===== config.mk =====
export PLATFORM = sky130hd
export DESIGN_NAME = tls_lamp_sequencer
export DESIGN_NICKNAME = d
export VERILOG_FILES = /design/src/rtl/tls_pkg.sv /design/src/rtl/tls_blinker.sv /design/src/rtl/tls_lamp_sequencer.sv /design/src/rtl/tls_sync.sv
export SDC_FILE = /design/constraint.sdc
export NUM_CORES = 1
export LEC_CHECK = 0
export ABC_AREA = 1
export BUFFER_PORTS_ARGS = -buffer_cell sky130_fd_sc_hd__buf_4
export CAP_MARGIN = 20
export CORE_MARGIN = 2
export CORE_UTILIZATION = 60
export CTS_BUF_LIST = sky130_fd_sc_hd__clkbuf_4
export DETAILED_ROUTE_END_ITERATION = 12
export PLACE_DENSITY = 0.82
export SLEW_MARGIN = 10
export SYNTH_ARGS = -nofsm -noshare
export SYNTH_HDL_FRONTEND = slang
export SYNTH_SLANG_ARGS = --single-unit

===== constraint.sdc =====
create_clock -name clock -period 1.72 [get_ports clock]
set_input_delay 0.258 -clock clock [delete_from_list [all_inputs] [get_ports clock]]
set_output_delay 0.258 -clock clock [all_outputs]
set_load 0.05 [all_outputs]

===== src/rtl/tls_pkg.sv =====
package tls_pkg;

  // ----------------------------------------------------------------
  // clock and timing
  // ----------------------------------------------------------------
  localparam int CLK_FREQ_HZ = 20_000_000;
  localparam int TICK_TIME_US = 1000;
  localparam int TICK_CYCLES = CLK_FREQ_HZ / 1_000_000 * TICK_TIME_US;
  localparam int LAMPS_ON_TIME_MS = 11000;
  localparam int LAMPS_OFF_TIME_MS = 1000;
  localparam int CC_DARK_TIME_MS = 2000;
  localparam int BLINK_HALF_TIME_MS = 250;
  localparam int GREEN_HALF_TIME_MS = 500;
  localparam int LAMPS_ON_TICKS = LAMPS_ON_TIME_MS * 1000 / TICK_TIME_US;
  localparam int LAMPS_OFF_TICKS = LAMPS_OFF_TIME_MS * 1000 / TICK_TIME_US;
  localparam int CC_DARK_TICKS = CC_DARK_TIME_MS * 1000 / TICK_TIME_US;
  localparam int BLINK_HALF_TICKS = BLINK_HALF_TIME_MS * 1000 / TICK_TIME_US;
  localparam int GREEN_HALF_TICKS = GREEN_HALF_TIME_MS * 1000 / TICK_TIME_US;
  localparam int TIMER_W = 16;
  localparam int DIV_W = 16;

  // ----------------------------------------------------------------
  // flash counts
  // ----------------------------------------------------------------
  localparam logic [2:0] PASS_FLASHES = 3'h3;
  localparam logic [2:0] PARTIAL_FLASHES = 3'h5;
  localparam logic [2:0] CC_FLASHES = 3'h2;

  // ----------------------------------------------------------------
  // register map
  // ----------------------------------------------------------------
  localparam int ADDR_W = 8;
  localparam int DATA_W = 32;
  localparam logic [7:0] ADDR_CTRL = 8'h00;
  localparam logic [7:0] ADDR_TEST = 8'h04;
  localparam logic [7:0] ADDR_STATUS = 8'h08;
  localparam logic [7:0] ADDR_IRQ_STAT = 8'h0c;
  localparam logic [7:0] ADDR_IRQ_MASK = 8'h10;
  localparam int CTRL_CC_EN = 0;
  localparam int CTRL_HANDLER_EN = 1;
  localparam int CTRL_GREEN_BLINK = 2;
  localparam int TEST_START = 0;
  localparam int TEST_PER_CHAN = 1;
  localparam int TEST_CHECK_LSB = 4;
  localparam int TEST_CHECK_W = 4;
  localparam int TEST_CHAN_LSB = 8;
  localparam int TEST_CHAN_W = 5;
  localparam int STAT_CARD_LSB = 0;
  localparam int STAT_CC_LSB = 2;
  localparam int STAT_TEST_ACT = 5;
  localparam int STAT_TEST_FAIL = 6;
  localparam int IRQ_POST_DONE = 0;
  localparam int IRQ_TEST_REFUSED = 1;
  localparam int IRQ_TEST_DONE = 2;
  localparam int IRQ_W = 3;

  // ----------------------------------------------------------------
  // state encodings
  // ----------------------------------------------------------------
  typedef enum logic [1:0] {
    CARD_ALL_ON = 2'h0,
    CARD_ALL_OFF = 2'h1,
    CARD_BLINK = 2'h3,
    CARD_LIVE = 2'h2
  } tls_card_seq_e;

  typedef enum logic [2:0] {
    CC_DARK = 3'h0,
    CC_BLINK = 3'h1,
    CC_RED = 3'h3,
    CC_ENABLED = 3'h2,
    CC_FAILED = 3'h6
  } tls_cc_seq_e;

endpackage


===== src/rtl/tls_blinker.sv =====
`timescale 1ns/1ps
module tls_blinker import tls_pkg::*; #(
  parameter int W = TIMER_W
) (
  // clock and reset
  input wire logic clock,
  input wire logic resetn,
  // control
  input wire logic tick,
  input wire logic start,
  input wire logic [2:0] flashes,
  input wire logic [W-1:0] half_ticks,
  // result
  output logic lamp,
  output logic busy
);

  logic [W-1:0] cnt_reg;
  logic [2:0] left_reg;

  // on half, off half, repeated for the flash count
  always_ff @(posedge clock or negedge resetn) begin
    if (!resetn) begin
      lamp <= 1'b0;
      busy <= 1'b0;
      cnt_reg <= '0;
      left_reg <= '0;
    end else if (start) begin
      lamp <= 1'b1;
      busy <= 1'b1;
      cnt_reg <= '0;
      left_reg <= flashes;
    end else if (busy && tick) begin
      if (cnt_reg == half_ticks - W'(1)) begin
        cnt_reg <= '0;
        if (lamp) begin
          lamp <= 1'b0;
          left_reg <= left_reg - 3'h1;
        end else if (left_reg == 3'h0) begin
          busy <= 1'b0;
        end else begin
          lamp <= 1'b1;
        end
      end else begin
        cnt_reg <= cnt_reg + W'(1);
      end
    end
  end

endmodule // tls_blinker


===== src/rtl/tls_lamp_sequencer.sv =====
// Chosen here: the strobed register port and the register addresses.
`timescale 1ns/1ps
module tls_lamp_sequencer import tls_pkg::*; #(
  parameter int TICK_CYCLES_P = TICK_CYCLES,
  parameter int ON_TICKS_P = LAMPS_ON_TICKS,
  parameter int OFF_TICKS_P = LAMPS_OFF_TICKS,
  parameter int CC_DARK_TICKS_P = CC_DARK_TICKS,
  parameter int BLINK_HALF_P = BLINK_HALF_TICKS,
  parameter int GREEN_HALF_P = GREEN_HALF_TICKS
) (
  // clock and reset
  input wire logic clock,
  input wire logic resetn,
  // register port
  input wire logic [ADDR_W-1:0] addr,
  input wire logic [DATA_W-1:0] wdata,
  input wire logic wr_strobe,
  input wire logic rd_strobe,
  output logic [DATA_W-1:0] rdata,
  // card state pins
  input wire logic card_disabled_in,
  input wire logic local_alarm_in,
  input wire logic remote_alarm_in,
  input wire logic loopback_in,
  // self-test results from card logic
  input wire logic selftest_partial_fail,
  input wire logic cc_test_pass,
  input wire logic loop_test_complete,
  input wire logic loop_test_fail,
  // card lamps
  output logic card_disabled_lamp,
  output logic card_in_service_lamp,
  output logic local_alarm_lamp,
  output logic remote_alarm_lamp,
  output logic loopback_lamp,
  // daughterboard lamps
  output logic cc_lamp_red,
  output logic cc_lamp_green,
  output logic handler_lamp_red,
  output logic handler_lamp_green,
  // local loopback test control
  output logic loop_test_active,
  output logic loop_test_per_channel,
  output logic [TEST_CHECK_W-1:0] loop_test_checks,
  output logic [TEST_CHAN_W-1:0] loop_test_channel,
  // interrupt
  output logic irq
);

  // ----------------------------------------------------------------
  // declarations
  // ----------------------------------------------------------------
  localparam int TW = TIMER_W;
  logic [3:0] pins_s;
  logic dis_s, red_s, yel_s, lbk_s;
  logic [DIV_W-1:0] div_reg;
  logic tick_reg;
  tls_card_seq_e card_state_reg;
  tls_cc_seq_e cc_state_reg;
  logic [TW-1:0] card_timer_reg, cc_timer_reg, green_timer_reg;
  logic green_phase_reg;
  logic card_blink_start, card_blink_lamp, card_busy;
  logic cc_blink_start, cc_blink_lamp, cc_busy;
  logic [2:0] card_flash_target;
  logic [2:0] card_flash_reg;
  logic cc_en_reg, handler_en_reg, green_blink_reg;
  logic loop_test_fail_reg;
  logic [IRQ_W-1:0] irq_stat_reg, irq_mask_reg, irq_set;
  logic test_write, test_accept, post_done_pulse;

  // ----------------------------------------------------------------
  // pin synchronisers and tick divider
  // ----------------------------------------------------------------
  tls_sync #(.W(4)) u_sync (
    .clock(clock),
    .resetn(resetn),
    .async_in({card_disabled_in, local_alarm_in, remote_alarm_in, loopback_in}),
    .sync_out(pins_s)
  );
  assign {dis_s, red_s, yel_s, lbk_s} = pins_s;

  // one-cycle tick every millisecond
  always_ff @(posedge clock or negedge resetn) begin
    if (!resetn) begin
      div_reg <= '0;
      tick_reg <= 1'b0;
    end else if (div_reg == DIV_W'(TICK_CYCLES_P - 1)) begin
      div_reg <= '0;
      tick_reg <= 1'b1;
    end else begin
      div_reg <= div_reg + DIV_W'(1);
      tick_reg <= 1'b0;
    end
  end

  // ----------------------------------------------------------------
  // card lamp power-on sequence
  // ----------------------------------------------------------------
  assign card_flash_target = selftest_partial_fail ? PARTIAL_FLASHES : PASS_FLASHES;
  assign card_blink_start = (card_state_reg == CARD_ALL_OFF) && tick_reg &&
                            (card_timer_reg == TW'(OFF_TICKS_P - 1));
  assign post_done_pulse = (card_state_reg == CARD_BLINK) && !card_busy;

  // all on, all off, flash, then live
  always_ff @(posedge clock or negedge resetn) begin
    if (!resetn) begin
      card_state_reg <= CARD_ALL_ON;
      card_timer_reg <= '0;
      card_flash_reg <= PASS_FLASHES;
    end else begin
      unique case (card_state_reg)
        CARD_ALL_ON: begin
          if (tick_reg && card_timer_reg == TW'(ON_TICKS_P - 1)) begin
            card_state_reg <= CARD_ALL_OFF;
            card_timer_reg <= '0;
          end else if (tick_reg) begin
            card_timer_reg <= card_timer_reg + TW'(1);
          end
        end
        CARD_ALL_OFF: begin
          if (card_blink_start) begin
            card_state_reg <= CARD_BLINK;
            card_timer_reg <= '0;
            card_flash_reg <= card_flash_target;
          end else if (tick_reg) begin
            card_timer_reg <= card_timer_reg + TW'(1);
          end
        end
        CARD_BLINK: begin
          if (post_done_pulse) begin
            card_state_reg <= CARD_LIVE;
          end
        end
        CARD_LIVE: begin
          card_state_reg <= CARD_LIVE;
        end
      endcase
    end
  end

  tls_blinker #(.W(TW)) u_card_blink (
    .clock(clock),
    .resetn(resetn),
    .tick(tick_reg),
    .start(card_blink_start),
    .flashes(card_flash_target),
    .half_ticks(TW'(BLINK_HALF_P)),
    .lamp(card_blink_lamp),
    .busy(card_busy)
  );

  // five card lamps by sequence phase
  always_ff @(posedge clock or negedge resetn) begin
    if (!resetn) begin
      card_disabled_lamp <= 1'b1;
      card_in_service_lamp <= 1'b1;
      local_alarm_lamp <= 1'b1;
      remote_alarm_lamp <= 1'b1;
      loopback_lamp <= 1'b1;
    end else if (card_state_reg == CARD_LIVE) begin
      card_disabled_lamp <= dis_s;
      card_in_service_lamp <= !dis_s && !red_s && !yel_s && !lbk_s;
      local_alarm_lamp <= red_s;
      remote_alarm_lamp <= yel_s;
      loopback_lamp <= lbk_s;
    end else begin
      card_disabled_lamp <= (card_state_reg == CARD_ALL_ON) || (card_state_reg == CARD_BLINK && card_blink_lamp);
      card_in_service_lamp <= (card_state_reg == CARD_ALL_ON) || (card_state_reg == CARD_BLINK && card_blink_lamp);
      local_alarm_lamp <= (card_state_reg == CARD_ALL_ON) || (card_state_reg == CARD_BLINK && card_blink_lamp);
      remote_alarm_lamp <= (card_state_reg == CARD_ALL_ON) || (card_state_reg == CARD_BLINK && card_blink_lamp);
      loopback_lamp <= (card_state_reg == CARD_ALL_ON) || (card_state_reg == CARD_BLINK && card_blink_lamp);
    end
  end

  // ----------------------------------------------------------------
  // clock controller lamp
  // ----------------------------------------------------------------
  assign cc_blink_start = (cc_state_reg == CC_DARK) && tick_reg && cc_test_pass &&
                          (cc_timer_reg == TW'(CC_DARK_TICKS_P - 1));

  // dark, red flashes, steady red, enabled
  always_ff @(posedge clock or negedge resetn) begin
    if (!resetn) begin
      cc_state_reg <= CC_DARK;
      cc_timer_reg <= '0;
    end else begin
      unique case (cc_state_reg)
        CC_DARK: begin
          if (tick_reg && cc_timer_reg == TW'(CC_DARK_TICKS_P - 1)) begin
            cc_state_reg <= cc_test_pass ? CC_BLINK : CC_FAILED;
          end else if (tick_reg) begin
            cc_timer_reg <= cc_timer_reg + TW'(1);
          end
        end
        CC_BLINK: begin
          if (!cc_busy) begin
            cc_state_reg <= CC_RED;
          end
        end
        CC_RED: begin
          if (cc_en_reg) begin
            cc_state_reg <= CC_ENABLED;
          end
        end
        CC_ENABLED: begin
          if (!cc_en_reg) begin
            cc_state_reg <= CC_RED;
          end
        end
        CC_FAILED: begin
          cc_state_reg <= CC_FAILED;
        end
        default: begin
          cc_state_reg <= CC_DARK;
        end
      endcase
    end
  end

  tls_blinker #(.W(TW)) u_cc_blink (
    .clock(clock),
    .resetn(resetn),
    .tick(tick_reg),
    .start(cc_blink_start),
    .flashes(CC_FLASHES),
    .half_ticks(TW'(BLINK_HALF_P)),
    .lamp(cc_blink_lamp),
    .busy(cc_busy)
  );

  // free-running green blink phase
  always_ff @(posedge clock or negedge resetn) begin
    if (!resetn) begin
      green_timer_reg <= '0;
      green_phase_reg <= 1'b1;
    end else if (tick_reg && green_timer_reg == TW'(GREEN_HALF_P - 1)) begin
      green_timer_reg <= '0;
      green_phase_reg <= !green_phase_reg;
    end else if (tick_reg) begin
      green_timer_reg <= green_timer_reg + TW'(1);
    end
  end

  // daughterboard lamp drive
  always_ff @(posedge clock or negedge resetn) begin
    if (!resetn) begin
      cc_lamp_red <= 1'b0;
      cc_lamp_green <= 1'b0;
      handler_lamp_red <= 1'b1;
      handler_lamp_green <= 1'b0;
    end else begin
      cc_lamp_red <= (cc_state_reg == CC_RED) || (cc_state_reg == CC_BLINK && cc_blink_lamp);
      cc_lamp_green <= (cc_state_reg == CC_ENABLED) && (!green_blink_reg || green_phase_reg);
      handler_lamp_red <= !handler_en_reg;
      handler_lamp_green <= handler_en_reg;
    end
  end

  // ----------------------------------------------------------------
  // register port and local loopback test
  // ----------------------------------------------------------------
  assign test_write = wr_strobe && addr == ADDR_TEST && wdata[TEST_START];
  assign test_accept = test_write && card_state_reg == CARD_LIVE && !loop_test_active &&
                       (wdata[TEST_PER_CHAN] || (dis_s && !handler_en_reg));

  // control register
  always_ff @(posedge clock or negedge resetn) begin
    if (!resetn) begin
      cc_en_reg <= 1'b0;
      handler_en_reg <= 1'b0;
      green_blink_reg <= 1'b0;
    end else if (wr_strobe && addr == ADDR_CTRL) begin
      cc_en_reg <= wdata[CTRL_CC_EN];
      handler_en_reg <= wdata[CTRL_HANDLER_EN];
      green_blink_reg <= wdata[CTRL_GREEN_BLINK];
    end
  end

  // loopback test scope and run flag
  always_ff @(posedge clock or negedge resetn) begin
    if (!resetn) begin
      loop_test_active <= 1'b0;
      loop_test_per_channel <= 1'b0;
      loop_test_checks <= '0;
      loop_test_channel <= '0;
      loop_test_fail_reg <= 1'b0;
    end else if (test_accept) begin
      loop_test_active <= 1'b1;
      loop_test_per_channel <= wdata[TEST_PER_CHAN];
      loop_test_checks <= wdata[TEST_CHECK_LSB +: TEST_CHECK_W];
      loop_test_channel <= wdata[TEST_CHAN_LSB +: TEST_CHAN_W];
    end else if (loop_test_active && loop_test_complete) begin
      loop_test_active <= 1'b0;
      loop_test_fail_reg <= loop_test_fail;
    end
  end

  // sticky events, set wins over clear
  assign irq_set = {loop_test_active && loop_test_complete, test_write && !test_accept, post_done_pulse};
  always_ff @(posedge clock or negedge resetn) begin
    if (!resetn) begin
      irq_stat_reg <= '0;
      irq_mask_reg <= '0;
      irq <= 1'b0;
    end else begin
      if (wr_strobe && addr == ADDR_IRQ_STAT) begin
        irq_stat_reg <= (irq_stat_reg & ~wdata[IRQ_W-1:0]) | irq_set;
      end else begin
        irq_stat_reg <= irq_stat_reg | irq_set;
      end
      if (wr_strobe && addr == ADDR_IRQ_MASK) begin
        irq_mask_reg <= wdata[IRQ_W-1:0];
      end
      irq <= |(irq_stat_reg & irq_mask_reg);
    end
  end

  // read data one cycle after the strobe
  always_ff @(posedge clock or negedge resetn) begin
    if (!resetn) begin
      rdata <= '0;
    end else if (rd_strobe) begin
      rdata <= '0;
      unique case (addr)
        ADDR_CTRL: begin
          rdata[CTRL_CC_EN] <= cc_en_reg;
          rdata[CTRL_HANDLER_EN] <= handler_en_reg;
          rdata[CTRL_GREEN_BLINK] <= green_blink_reg;
        end
        ADDR_TEST: begin
          rdata[TEST_PER_CHAN] <= loop_test_per_channel;
          rdata[TEST_CHECK_LSB +: TEST_CHECK_W] <= loop_test_checks;
          rdata[TEST_CHAN_LSB +: TEST_CHAN_W] <= loop_test_channel;
        end
        ADDR_STATUS: begin
          rdata[STAT_CARD_LSB +: 2] <= card_state_reg;
          rdata[STAT_CC_LSB +: 3] <= cc_state_reg;
          rdata[STAT_TEST_ACT] <= loop_test_active;
          rdata[STAT_TEST_FAIL] <= loop_test_fail_reg;
        end
        ADDR_IRQ_STAT: rdata[IRQ_W-1:0] <= irq_stat_reg;
        ADDR_IRQ_MASK: rdata[IRQ_W-1:0] <= irq_mask_reg;
        default: rdata <= '0;
      endcase
    end else begin
      rdata <= '0;
    end
  end

  // flashes seen on the card lamp during the blink phase
  logic [2:0] flash_seen_reg;
  logic blink_lamp_d_reg;
  always_ff @(posedge clock or negedge resetn) begin
    if (!resetn) begin
      flash_seen_reg <= '0;
      blink_lamp_d_reg <= 1'b0;
    end else begin
      blink_lamp_d_reg <= card_blink_lamp;
      if (card_blink_start) begin
        flash_seen_reg <= '0;
      end else if (card_blink_lamp && !blink_lamp_d_reg) begin
        flash_seen_reg <= flash_seen_reg + 3'h1;
      end
    end
  end
endmodule // tls_lamp_sequencer


===== src/rtl/tls_sync.sv =====
`timescale 1ns/1ps
module tls_sync import tls_pkg::*; #(
  parameter int W = 4
) (
  // clock and reset
  input wire logic clock,
  input wire logic resetn,
  // levels
  input wire logic [W-1:0] async_in,
  output logic [W-1:0] sync_out
);

  logic [W-1:0] meta_reg;

  // two flops, first one read only by the second
  always_ff @(posedge clock or negedge resetn) begin
    if (!resetn) begin
      meta_reg <= '0;
      sync_out <= '0;
    end else begin
      meta_reg <= async_in;
      sync_out <= meta_reg;
    end
  end

endmodule // tls_sync


Yosys cells after proc, flatten, opt, wreduce, memory -nomap -nowiden
Cells that the tools add are included.
{"block": "classes", "n_addsub": 8, "mul": 0, "div_mod_pow": 0, "n_lt_le_gt_ge": 0, "n_eq_ne": 27, "n_shift": 0, "mux": 68, "bitwise": 7, "n_reduce_logical": 69}
{"operator": "16-bit 2-to-1 mux", "count": 12}
{"operator": "16-bit by 1-bit adder with 16-bit output, second input constant", "count": 6}
{"operator": "3-bit 2-to-1 mux", "count": 15}
{"operator": "16-bit by 8-bit equality test with 1-bit output, second input constant", "count": 2}
{"operator": "16-bit case mux with 2 select lines", "count": 1}
{"operator": "1-bit 2-to-1 mux", "count": 29}
{"operator": "1-bit logical AND", "count": 28}
{"operator": "2-bit nonzero test", "count": 11}
{"operator": "16-bit by 10-bit equality test with 1-bit output, second input constant", "count": 1}
{"operator": "16-bit by 11-bit equality test with 1-bit output, second input constant", "count": 1}
{"operator": "16-bit by 14-bit equality test with 1-bit output, second input constant", "count": 1}
{"operator": "16-bit by 15-bit equality test with 1-bit output, second input constant", "count": 1}
{"operator": "16-bit by 9-bit equality test with 1-bit output, second input constant", "count": 1}
{"operator": "8-bit by 4-bit equality test with 1-bit output, second input constant", "count": 2}
{"operator": "2-bit != test, second input constant", "count": 8}
{"operator": "3-bit case mux with 5 select lines", "count": 1}
{"operator": "13-bit 2-to-1 mux", "count": 1}
{"operator": "3-bit AND reduction", "count": 4}
{"operator": "4-bit AND reduction", "count": 3}
{"operator": "1-bit zero test", "count": 10}
{"operator": "3-bit zero test", "count": 3}
{"operator": "8-bit by 3-bit equality test with 1-bit output, second input constant", "count": 1}
{"operator": "8-bit by 5-bit equality test with 1-bit output, second input constant", "count": 1}
{"operator": "8-bit zero test", "count": 1}
{"operator": "21 further kinds", "count": 35}
{"block": "totals", "regBits": 184, "latchBits": 0, "mem_bits_rw": 0, "mem_bits_ro": 0, "inputBits": 52, "output_inout_bits": 53, "elab_cells": 218, "memories": 0}

Depth between registers and ports, before layout
Gate-level depths: netlist of the first run.
{"block": "depth", "depth_word": 10, "mapped_depth": 11, "mapped_depth_nobuf": 10}

Hierarchy
From an unflattened synthesis of the first run, not the netlist that was laid out.
{"block": "hier_totals", "hier_cells": 1343, "area_unflattened_um2": 9923.3}
{"module": "tls_lamp_sequencer", "n_inst": 1, "cells_per_inst": 783, "area_per_inst_um2": 6137.1, "seq_area_each_um2": 2886.5}
{"module": "tls_blinker", "n_inst": 2, "cells_per_inst": 276, "area_per_inst_um2": 1793.0, "seq_area_each_um2": 525.5}
{"module": "tls_sync", "n_inst": 1, "cells_per_inst": 8, "area_per_inst_um2": 200.2, "seq_area_each_um2": 200.2}

Worst setup path after synthesis of the first run
Ideal clock, no wire load.
{"block": "synth_path", "path_kind": "reg2reg", "from": "register cc_timer_reg[0]", "to": "register u_cc_blink.cnt_reg[0]", "setup_time_ps": 127, "arrival_time_ps": 1379, "required_time_ps": 1593, "setup_slack_ps": 214, "path_stages_with_launch": 10, "n_path_buf": 1, "synth_period_minus_slack_ps": 1506, "path_cell_list": "dfrtp_1 -> ha_1 -> nand3_2 -> nor2_2 -> nand3_2 -> nand2_4 -> inv_2 -> buf_6 -> nand2_1 -> o21ai_1"}
{"block": "synth_via", "elab_chain_len": 3, "word_cells_on_any_way": 4, "classes_between": "eq/ne (1); mux (1); reduce/logical (2)"}
{"item": "from (decl)", "line_no": "tls_lamp_sequencer.sv:60", "source": "logic [TW-1:0] card_timer_reg, cc_timer_reg, green_timer_reg;"}
{"item": "from (signal assigned)", "line_no": "tls_lamp_sequencer.sv:192", "source": "cc_timer_reg <= cc_timer_reg + TW'(1);"}
{"item": "16-bit by 11-bit equality test with 1-bit output *", "line_no": "tls_lamp_sequencer.sv:179", "source": "(cc_timer_reg == TW'(CC_DARK_TICKS_P - 1));"}
{"item": "1-bit logical AND *", "line_no": "tls_lamp_sequencer.sv:178", "source": "assign cc_blink_start = (cc_state_reg == CC_DARK) && tick_reg && cc_test_pass &&"}
{"item": "16-bit 2-to-1 mux or 2-bit nonzero test (tied branches)"}
{"item": "to (signal assigned)", "line_no": "tls_blinker.sv:45", "source": "cnt_reg <= cnt_reg + W'(1);"}
{"item": "to (decl)", "line_no": "tls_blinker.sv:18", "source": "logic [W-1:0] cnt_reg;"}
Mark *: on every way between the ends. The rest lies on a longest branch, timed or not.
A chain may end at the register's enable or synchronous reset.

Final worst setup path of the first run
{"block": "layout_path", "from": "register card_state_reg[0]", "to": "register loop_test_per_channel"}
{"block": "layout_via", "elab_chain_len": 4}
{"item": "from (decl)", "line_no": "tls_lamp_sequencer.sv:58", "source": "tls_card_seq_e card_state_reg;"}
{"item": "from (signal assigned)", "line_no": "tls_lamp_sequencer.sv:107", "source": "card_state_reg <= CARD_ALL_ON;"}
{"item": "from (signal assigned)", "line_no": "tls_lamp_sequencer.sv:114", "source": "card_state_reg <= CARD_ALL_OFF;"}
{"item": "from (signal assigned)", "line_no": "tls_lamp_sequencer.sv:122", "source": "card_state_reg <= CARD_BLINK;"}
{"item": "2-bit equality test", "line_no": "tls_lamp_sequencer.sv:263", "source": "assign test_accept = test_write && card_state_reg == CARD_LIVE && !loop_test_active &&"}
{"item": "1-bit logical AND (3 in series)", "line_no": "tls_lamp_sequencer.sv:263"}
{"item": "to (signal assigned)", "line_no": "tls_lamp_sequencer.sv:289", "source": "loop_test_per_channel <= wdata[TEST_PER_CHAN];"}
{"item": "to (decl)", "line_no": "tls_lamp_sequencer.sv:43", "source": "output logic loop_test_per_channel,"}
No other way between the ends.

==> results of run 1 <==
==> area by class of cell <==
class / count / area [um2]
Fill cell: 1174 / 4486
Multi-Input combinational cell: 865 / 4260
Sequential cell: 165 / 4139
Timing Repair Buffer: 119 / 1003
Inverter: 162 / 613.1
Tap cell: 188 / 235.2
Clock inverter: 15 / 163.9
Clock buffer: 17 / 127.6
Antenna cell: 2 / 5.005
==> stage by stage <==
stage	area [um2]	power [W]
finish	10550	0.006648
detailed placement	9955	0.004311
CTS	10460	0.006685
global route	10550	0.006894
global placement	9955	0.004307
floorplan	9219	0.004167
==> placed cells by master, fill, tap and decap left out, drive strengths merged <==
cell         netlist  final
o21a               1      1
nand2            316    316
clkinv             1      4
a31oi              2      2
a21oi             22     22
o31ai              2      2
and3               1      1
a211oi             1      1
mux2i              2      2
diode              0      2
nor2             164    164
xnor2             10     10
xor2              38     38
nand4             43     43
inv              161    170
or2                3      3
buf               35     98
dfrtp            158    158
o211ai             2      2
ha                12     12
clkinvlp           0      2
mux2               1      1
nand3            116    116
clkbuf             2     17
dlygate4sd3        0     21
o21ai             73     73
bufinv             0      1
and2               1      1
o41ai              1      1
nand3b             2      2
dfstp              7      7
o21bai             3      3
nor3              27     27
conb               1     19
o22ai              3      3
==> worst max-delay path, cell delays in order, from the launching register on <==
cell,delay (ns)
dfrtp_1,0.43
inv_2,0.15
nand2_1,0.17
nor3_1,0.38
nand2_2,0.24
nand2_1,0.11
o21ai_0,0.08
==> where the power goes <==
part           internal [W]  leakage (nW)  switching (W)
registers           0.00391          2.22      0.0000196
logic              0.000112          2.92       0.000242
clock network      0.000793         0.156        0.00157
==> cell families (layout without fill, tap and decap cells) <==
family	after synthesis	after routing
muxes	3	3
adders and majority gates	12	12
other	1	21
buffers and inverters	199	313
xor gates and xnor gates	48	48
DFF	165	165
and+or+nand+nor	673	673
AOI/OAI and AO/OA	110	110
==> worst min path at each step <==
stage                               end  slack, ns  depth (start not counted)
5_1_grt            loop_test_channel[1]       0.06                          2
4_1_cts                 irq_stat_reg[2]      0.002                          4
2_1_floorplan         card_state_reg[0]      -0.04                          0
3_3_place_gp                  rdata[12]       0.13                          1
6_report       u_card_blink.left_reg[2]       0.05                          5
3_5_place_dp                  rdata[10]       0.13                          1
==> timing repair <==
item	CTS	global route
endpoints found under the setup margin	0	62
hold buffers	21	0
resized for setup	0	20
buffers inserted	0	2
hold endpoints to repair	184	0
==> routing by layer <==
layer / vias to the layer above / share of wire (%) / GRT usage (%)
met5: - / 0 / 0
met4: 0 / 2.1 / 10.60
met3: 37 / 4.2 / 3.853
met2: 209 / 50 / 44.01
met1: 3870 / 44 / 34.05
li1: 4075 / - / -
==> metrics.cfg, run 1 <==
[run_status]
outcome=complete, no violations

[synth]
synth-compound-area-share_pct=6.453
synth_commonest_cells=nand2_1, dfrtp_1, nor2_1, inv_1, nand3_1
synth_async_sr_flop_share_pct=100.0
synth-main-ff-cell=dfrtp_1
yosysTopAreaCell=dfrtp_1
ys_types=43
syn_area_per_cell_um2=7.557
post-synth-top-count-cell=nand2_1
synth_area_leaders=dfrtp_1, nand2_1, nor2_1, inv_1, nand3_1
ys_ff_latch=165
synth_adder_area_share_pct=1.641
yosys.area_share.xor_xnor_pct=4.594
synthMuxAreaShare_pct=0.3418
synth_top_family_by_area=simple AND/OR/NAND/NOR gates
synth-simple-area-share_pct=32.08
yosysWarnings=0
synth_top_cell_area_share_pct=43.20
synth_edf_count=0
synth_seq_area_share_pct=45.21
netlist_area_um2=9151
synthCells=1211

[floorplan]
row_count=45
die_x_um=127.5
initial_core_util_pct=60.87
dieArea_um2=16260
ios=105
design.core.area_um2=15030
fp.dieH_um=127.5

[worst_setup_path]
endpoint_kind=flip-flop
arrival_ns=2.16
startpoint=card_state_reg[0]
worst-setup-path-type=flip-flop to flip-flop
ff2ff_path_depth=6
rr_startpoint=card_state_reg[0]
rrSetupSlack_ns=0.05
endpoint=loop_test_per_channel
crit_fanout=12
worstReg2RegEnd=loop_test_per_channel
cp-start-kind=flip-flop
crit_required_ns=2.21

[final_layout]
fin_nets=1394
fin_cells=1533
final_core_util_pct=70.16
drive_above_1_share_pct=13.85
area_growth_syn_to_layout_pct=15.26

[timing]
finalMaxSlewViolations=0
setup_slack_ns=0.04793
finalSetupViolCount=0
finalClockSkew_ns=0.01834
setup-tns-final_ns=0
final_hold_viol_count=0
fmax_mhz=598.1
fin_crit_ns=1.672
hold_slack_ns=0.05022
period_share_pct=97.21

[power]
ir_drop_mv=0.5482
p_leak_nw=5.294
power_density_nw_per_um2=630.3

[cts]
insertion_delay_ns=0.60
cts_buffer_depth=2
cts_tree=yes
numCtsBuffers=17
cts-root-buf=clkbuf_4
clock_sinks=165
clk_pin_slew_ns=0.15
cts-htree-levels=4

[flow_run]
maxCapViolations=0

[global_route]
grt_pass1_wl_um=34450
grt_max_degree=46
antenna_found_initial=1
grt_pass1_vias=7722
grt_use_total_pct=26.09
grt-ovfl-total=0

[place]
io_buffers=65
pre_cts_ws_ns=0.04847
routabilityCongestion=0.8946
place_inst=1476
dp_hpwl_um=14770

[drt]
wl_per_cell_um=13.43
viasPerCell=5.343
drt_pass1_iterations=6
wl_um=20600
drc_errors=0
dr_total_vias=8191
ant_nets=0
drt-initial-drc-count=537

[worst_hold_path]
hold_path.startpoint=selftest_partial_fail
hold_path_class=input pin to flip-flop

Power figures use the tool's default switching activity.
==> run 2: changes to the inputs <==
- CORE_UTILIZATION: 60 -> 35
- PLACE_DENSITY: 0.82 -> unset
==> metrics.cfg, run 2 (synthesis results as in run 1) <==
[drt]
viasPerCell=4.745  ; was 5.343
wl_um=20510  ; was 20600 um
ant_nets=0  ; unchanged
drt-initial-drc-count=702  ; was 537
drc_errors=0  ; unchanged
dr_total_vias=8010  ; was 8191
wl_per_cell_um=12.15  ; was 13.43 um
drt_pass1_iterations=5  ; was 6

[floorplan]
fp.dieH_um=165.7  ; was 127.5 um
initial_core_util_pct=35.42  ; was 60.87%
dieArea_um2=27460  ; was 16260 um2
die_x_um=165.7  ; was 127.5 um
ios=105  ; unchanged
design.core.area_um2=25840  ; was 15030 um2
row_count=59  ; was 45

[power]
sequentialPowerShare_pct=61.6  ; was 59.1%
clkPwrFrac_pct=32.9  ; was 35.6%
cell_internal_pwr_w=0.004623  ; was 0.004813 W
switching_power_w=0.001753  ; was 0.001834 W
ir_drop_mv=0.3504  ; was 0.5482 mV
netSwitchingFraction_pct=27.50  ; was 27.59%
finalPower_w=0.006376  ; was 0.006648 W
pwr-share-comb_pct=5.5  ; was 5.3%
power_density_nw_per_um2=594.0  ; was 630.3 nW/um2
p_leak_nw=5.300  ; was 5.294 nW

[place]
place_inst=1628  ; was 1476
dp_hpwl_um=15480  ; was 14770 um
routabilityCongestion=0.8567  ; was 0.8946
io_buffers=65  ; unchanged

[worst_setup_path]
rrSetupSlack_ns=0.14  ; was 0.05 ns
cp-start-kind=flip-flop  ; unchanged
ff2ff_path_depth=8  ; was 6
cpPeakStageDelay_ns=0.57  ; was 0.43 ns
crit_required_ns=1.46  ; was 2.21 ns
cp_slowest_cell=dfstp_2  ; was dfrtp_1
endpoint_kind=output port  ; was flip-flop
critPathTopFamily=flip-flops  ; was simple AND/OR/NAND/NOR gates
worstReg2RegEnd=u_cc_blink.cnt_reg[8]  ; was loop_test_per_channel
rr_startpoint=u_cc_blink.cnt_reg[1]  ; was card_state_reg[0]
arrival_ns=1.33  ; was 2.16 ns
cp_num_buf_inv=1  ; unchanged
worst-setup-path-type=flip-flop to output port  ; was flip-flop to flip-flop
worstPathCellList=buf_4  ; was inv_2 > nand2_1 > nor3_1 > nand2_2 > nand2_1 > o21ai_0
crit_fanout=1  ; was 12

[timing]
fmax_mhz=629.9  ; was 598.1 MHz
finalMaxSlewViolations=0  ; unchanged
final_hold_viol_count=0  ; unchanged
period_share_pct=92.30  ; was 97.21%
finalSetupViolCount=0  ; unchanged
finalClockSkew_ns=0.02345  ; was 0.01834 ns
fin_crit_ns=1.588  ; was 1.672 ns

[global_route]
grt.busiest_layer=met2  ; unchanged
antenna_found_initial=1  ; unchanged
grt_max_degree=40  ; was 46
grt_use_total_pct=15.57  ; was 26.09%
met3_usage_pct=3.154  ; was 3.853%
grt_pass1_wl_um=36130  ; was 34450 um
use_met2_pct=23.98  ; was 44.01%
grt-ovfl-total=0  ; unchanged
use_met1_pct=22.38  ; was 34.05%
grt_pass1_vias=7485  ; was 7722

[cts]
insertion_delay_ns=0.57  ; was 0.60 ns
cts-htree-levels=4  ; unchanged
cts_tree=yes  ; unchanged
numCtsBuffers=17  ; unchanged
cts_buffer_depth=2  ; unchanged
cts-root-buf=clkbuf_4  ; unchanged
clock_sinks=165  ; unchanged
clk_pin_slew_ns=0.15  ; about the same

[final_layout]
regArea_um2=4140  ; was 4139 um2
fin_nets=1403  ; was 1394
mostFrequentLayoutCells=nand2_1, dfrtp_1, nor2_1  ; unchanged
layout_commonest_cell=nand2_1  ; unchanged
drive_above_1_share_pct=14.57  ; was 13.85%
multiInputGateArea_um2=4254  ; was 4260 um2
fin_cells=1688  ; was 1533
final_core_util_pct=41.54  ; was 70.16%
fillers=2618  ; was 1174
area_growth_syn_to_layout_pct=17.28  ; was 15.26%

[worst_hold_path]
hold_path_class=input pin to flip-flop  ; unchanged
worst_hold_path.endpoint=handler_en_reg  ; was u_card_blink.left_reg[2]
hold_depth=3  ; was 5
hold_path.startpoint=wr_strobe  ; was selftest_partial_fail

[run_status]
outcome=complete, no violations  ; unchanged

[flow_run]
maxCapViolations=0  ; unchanged

-- run 2: cell types whose count changed in the layout (fill, tap and decap cells not counted), sizes merged --
cell | previous run | this run
buf | 98 | 107
inv | 170 | 167
clkinv | 4 | 6
clkinvlp | 2 | 4
bufinv | 1 | 0
diode | 2 | 1
-- run 2: worst max path at each step --
stage,startpoint,end,cells after the start
detailed placement,cc_timer_reg[1],u_cc_blink.left_reg[2],8
global placement,tick_reg,green_timer_reg[12],6
global route,card_timer_reg[14],card_timer_reg[3],6
CTS,cc_timer_reg[1],u_cc_blink.left_reg[1],8
finish,card_disabled_lamp,card_disabled_lamp,1
floorplan,cc_timer_reg[0],u_cc_blink.cnt_reg[0],9
-- run 2: layout make-up --
class                           instances  area share (%)
Clock inverter                         15           1.119
Sequential cell                       165           38.58
Inverter                              162           5.724
Multi-Input combinational cell        865           39.64
Antenna cell                            1         0.02332
Timing Repair Buffer                  128           9.827
Tap cell                              335           3.905
Clock buffer                           17           1.189
-- run 2: routing by layer --
metal / vias up / share of wire, %
li1: 4099 / -
met1: 3690 / 50
met2: 201 / 44
met3: 20 / 5.0
met4: 0 / 1.0
met5: - / 0
-- run 2: power groups by stage --
stage | Sequential [W] | Combinational [W] | Clock [W]
2_1_floorplan | 0.00401 | 0.000159 | 0
3_3_place_gp | 0.00400 | 0.000321 | 0
3_5_place_dp | 0.00400 | 0.000321 | 0
4_1_cts | 0.00393 | 0.000360 | 0.00220
5_1_grt | 0.00393 | 0.000388 | 0.00239
6_report | 0.00393 | 0.000353 | 0.00210
-- run 2: metrics by stage --
step	TNS (ns)	hold WS (ns)	setup WS, ns	cell area, um2
global route	-0.002190	0.07672	-0.002190	10730
detailed placement	0	0.1989	0.04467	10160
finish	0	0.09061	0.1325	10730
global placement	0	0.2019	0.07842	10160
floorplan	0	-0.03759	0.2141	9219
CTS	0	0.03505	0.02659	10620
-- run 2: timing repair --
action	CTS	global route
hold buffers	21	0
setup endpoints to repair	0	74
buffers inserted	0	6
resized for setup	0	19
endpoints found under the hold margin	188	0
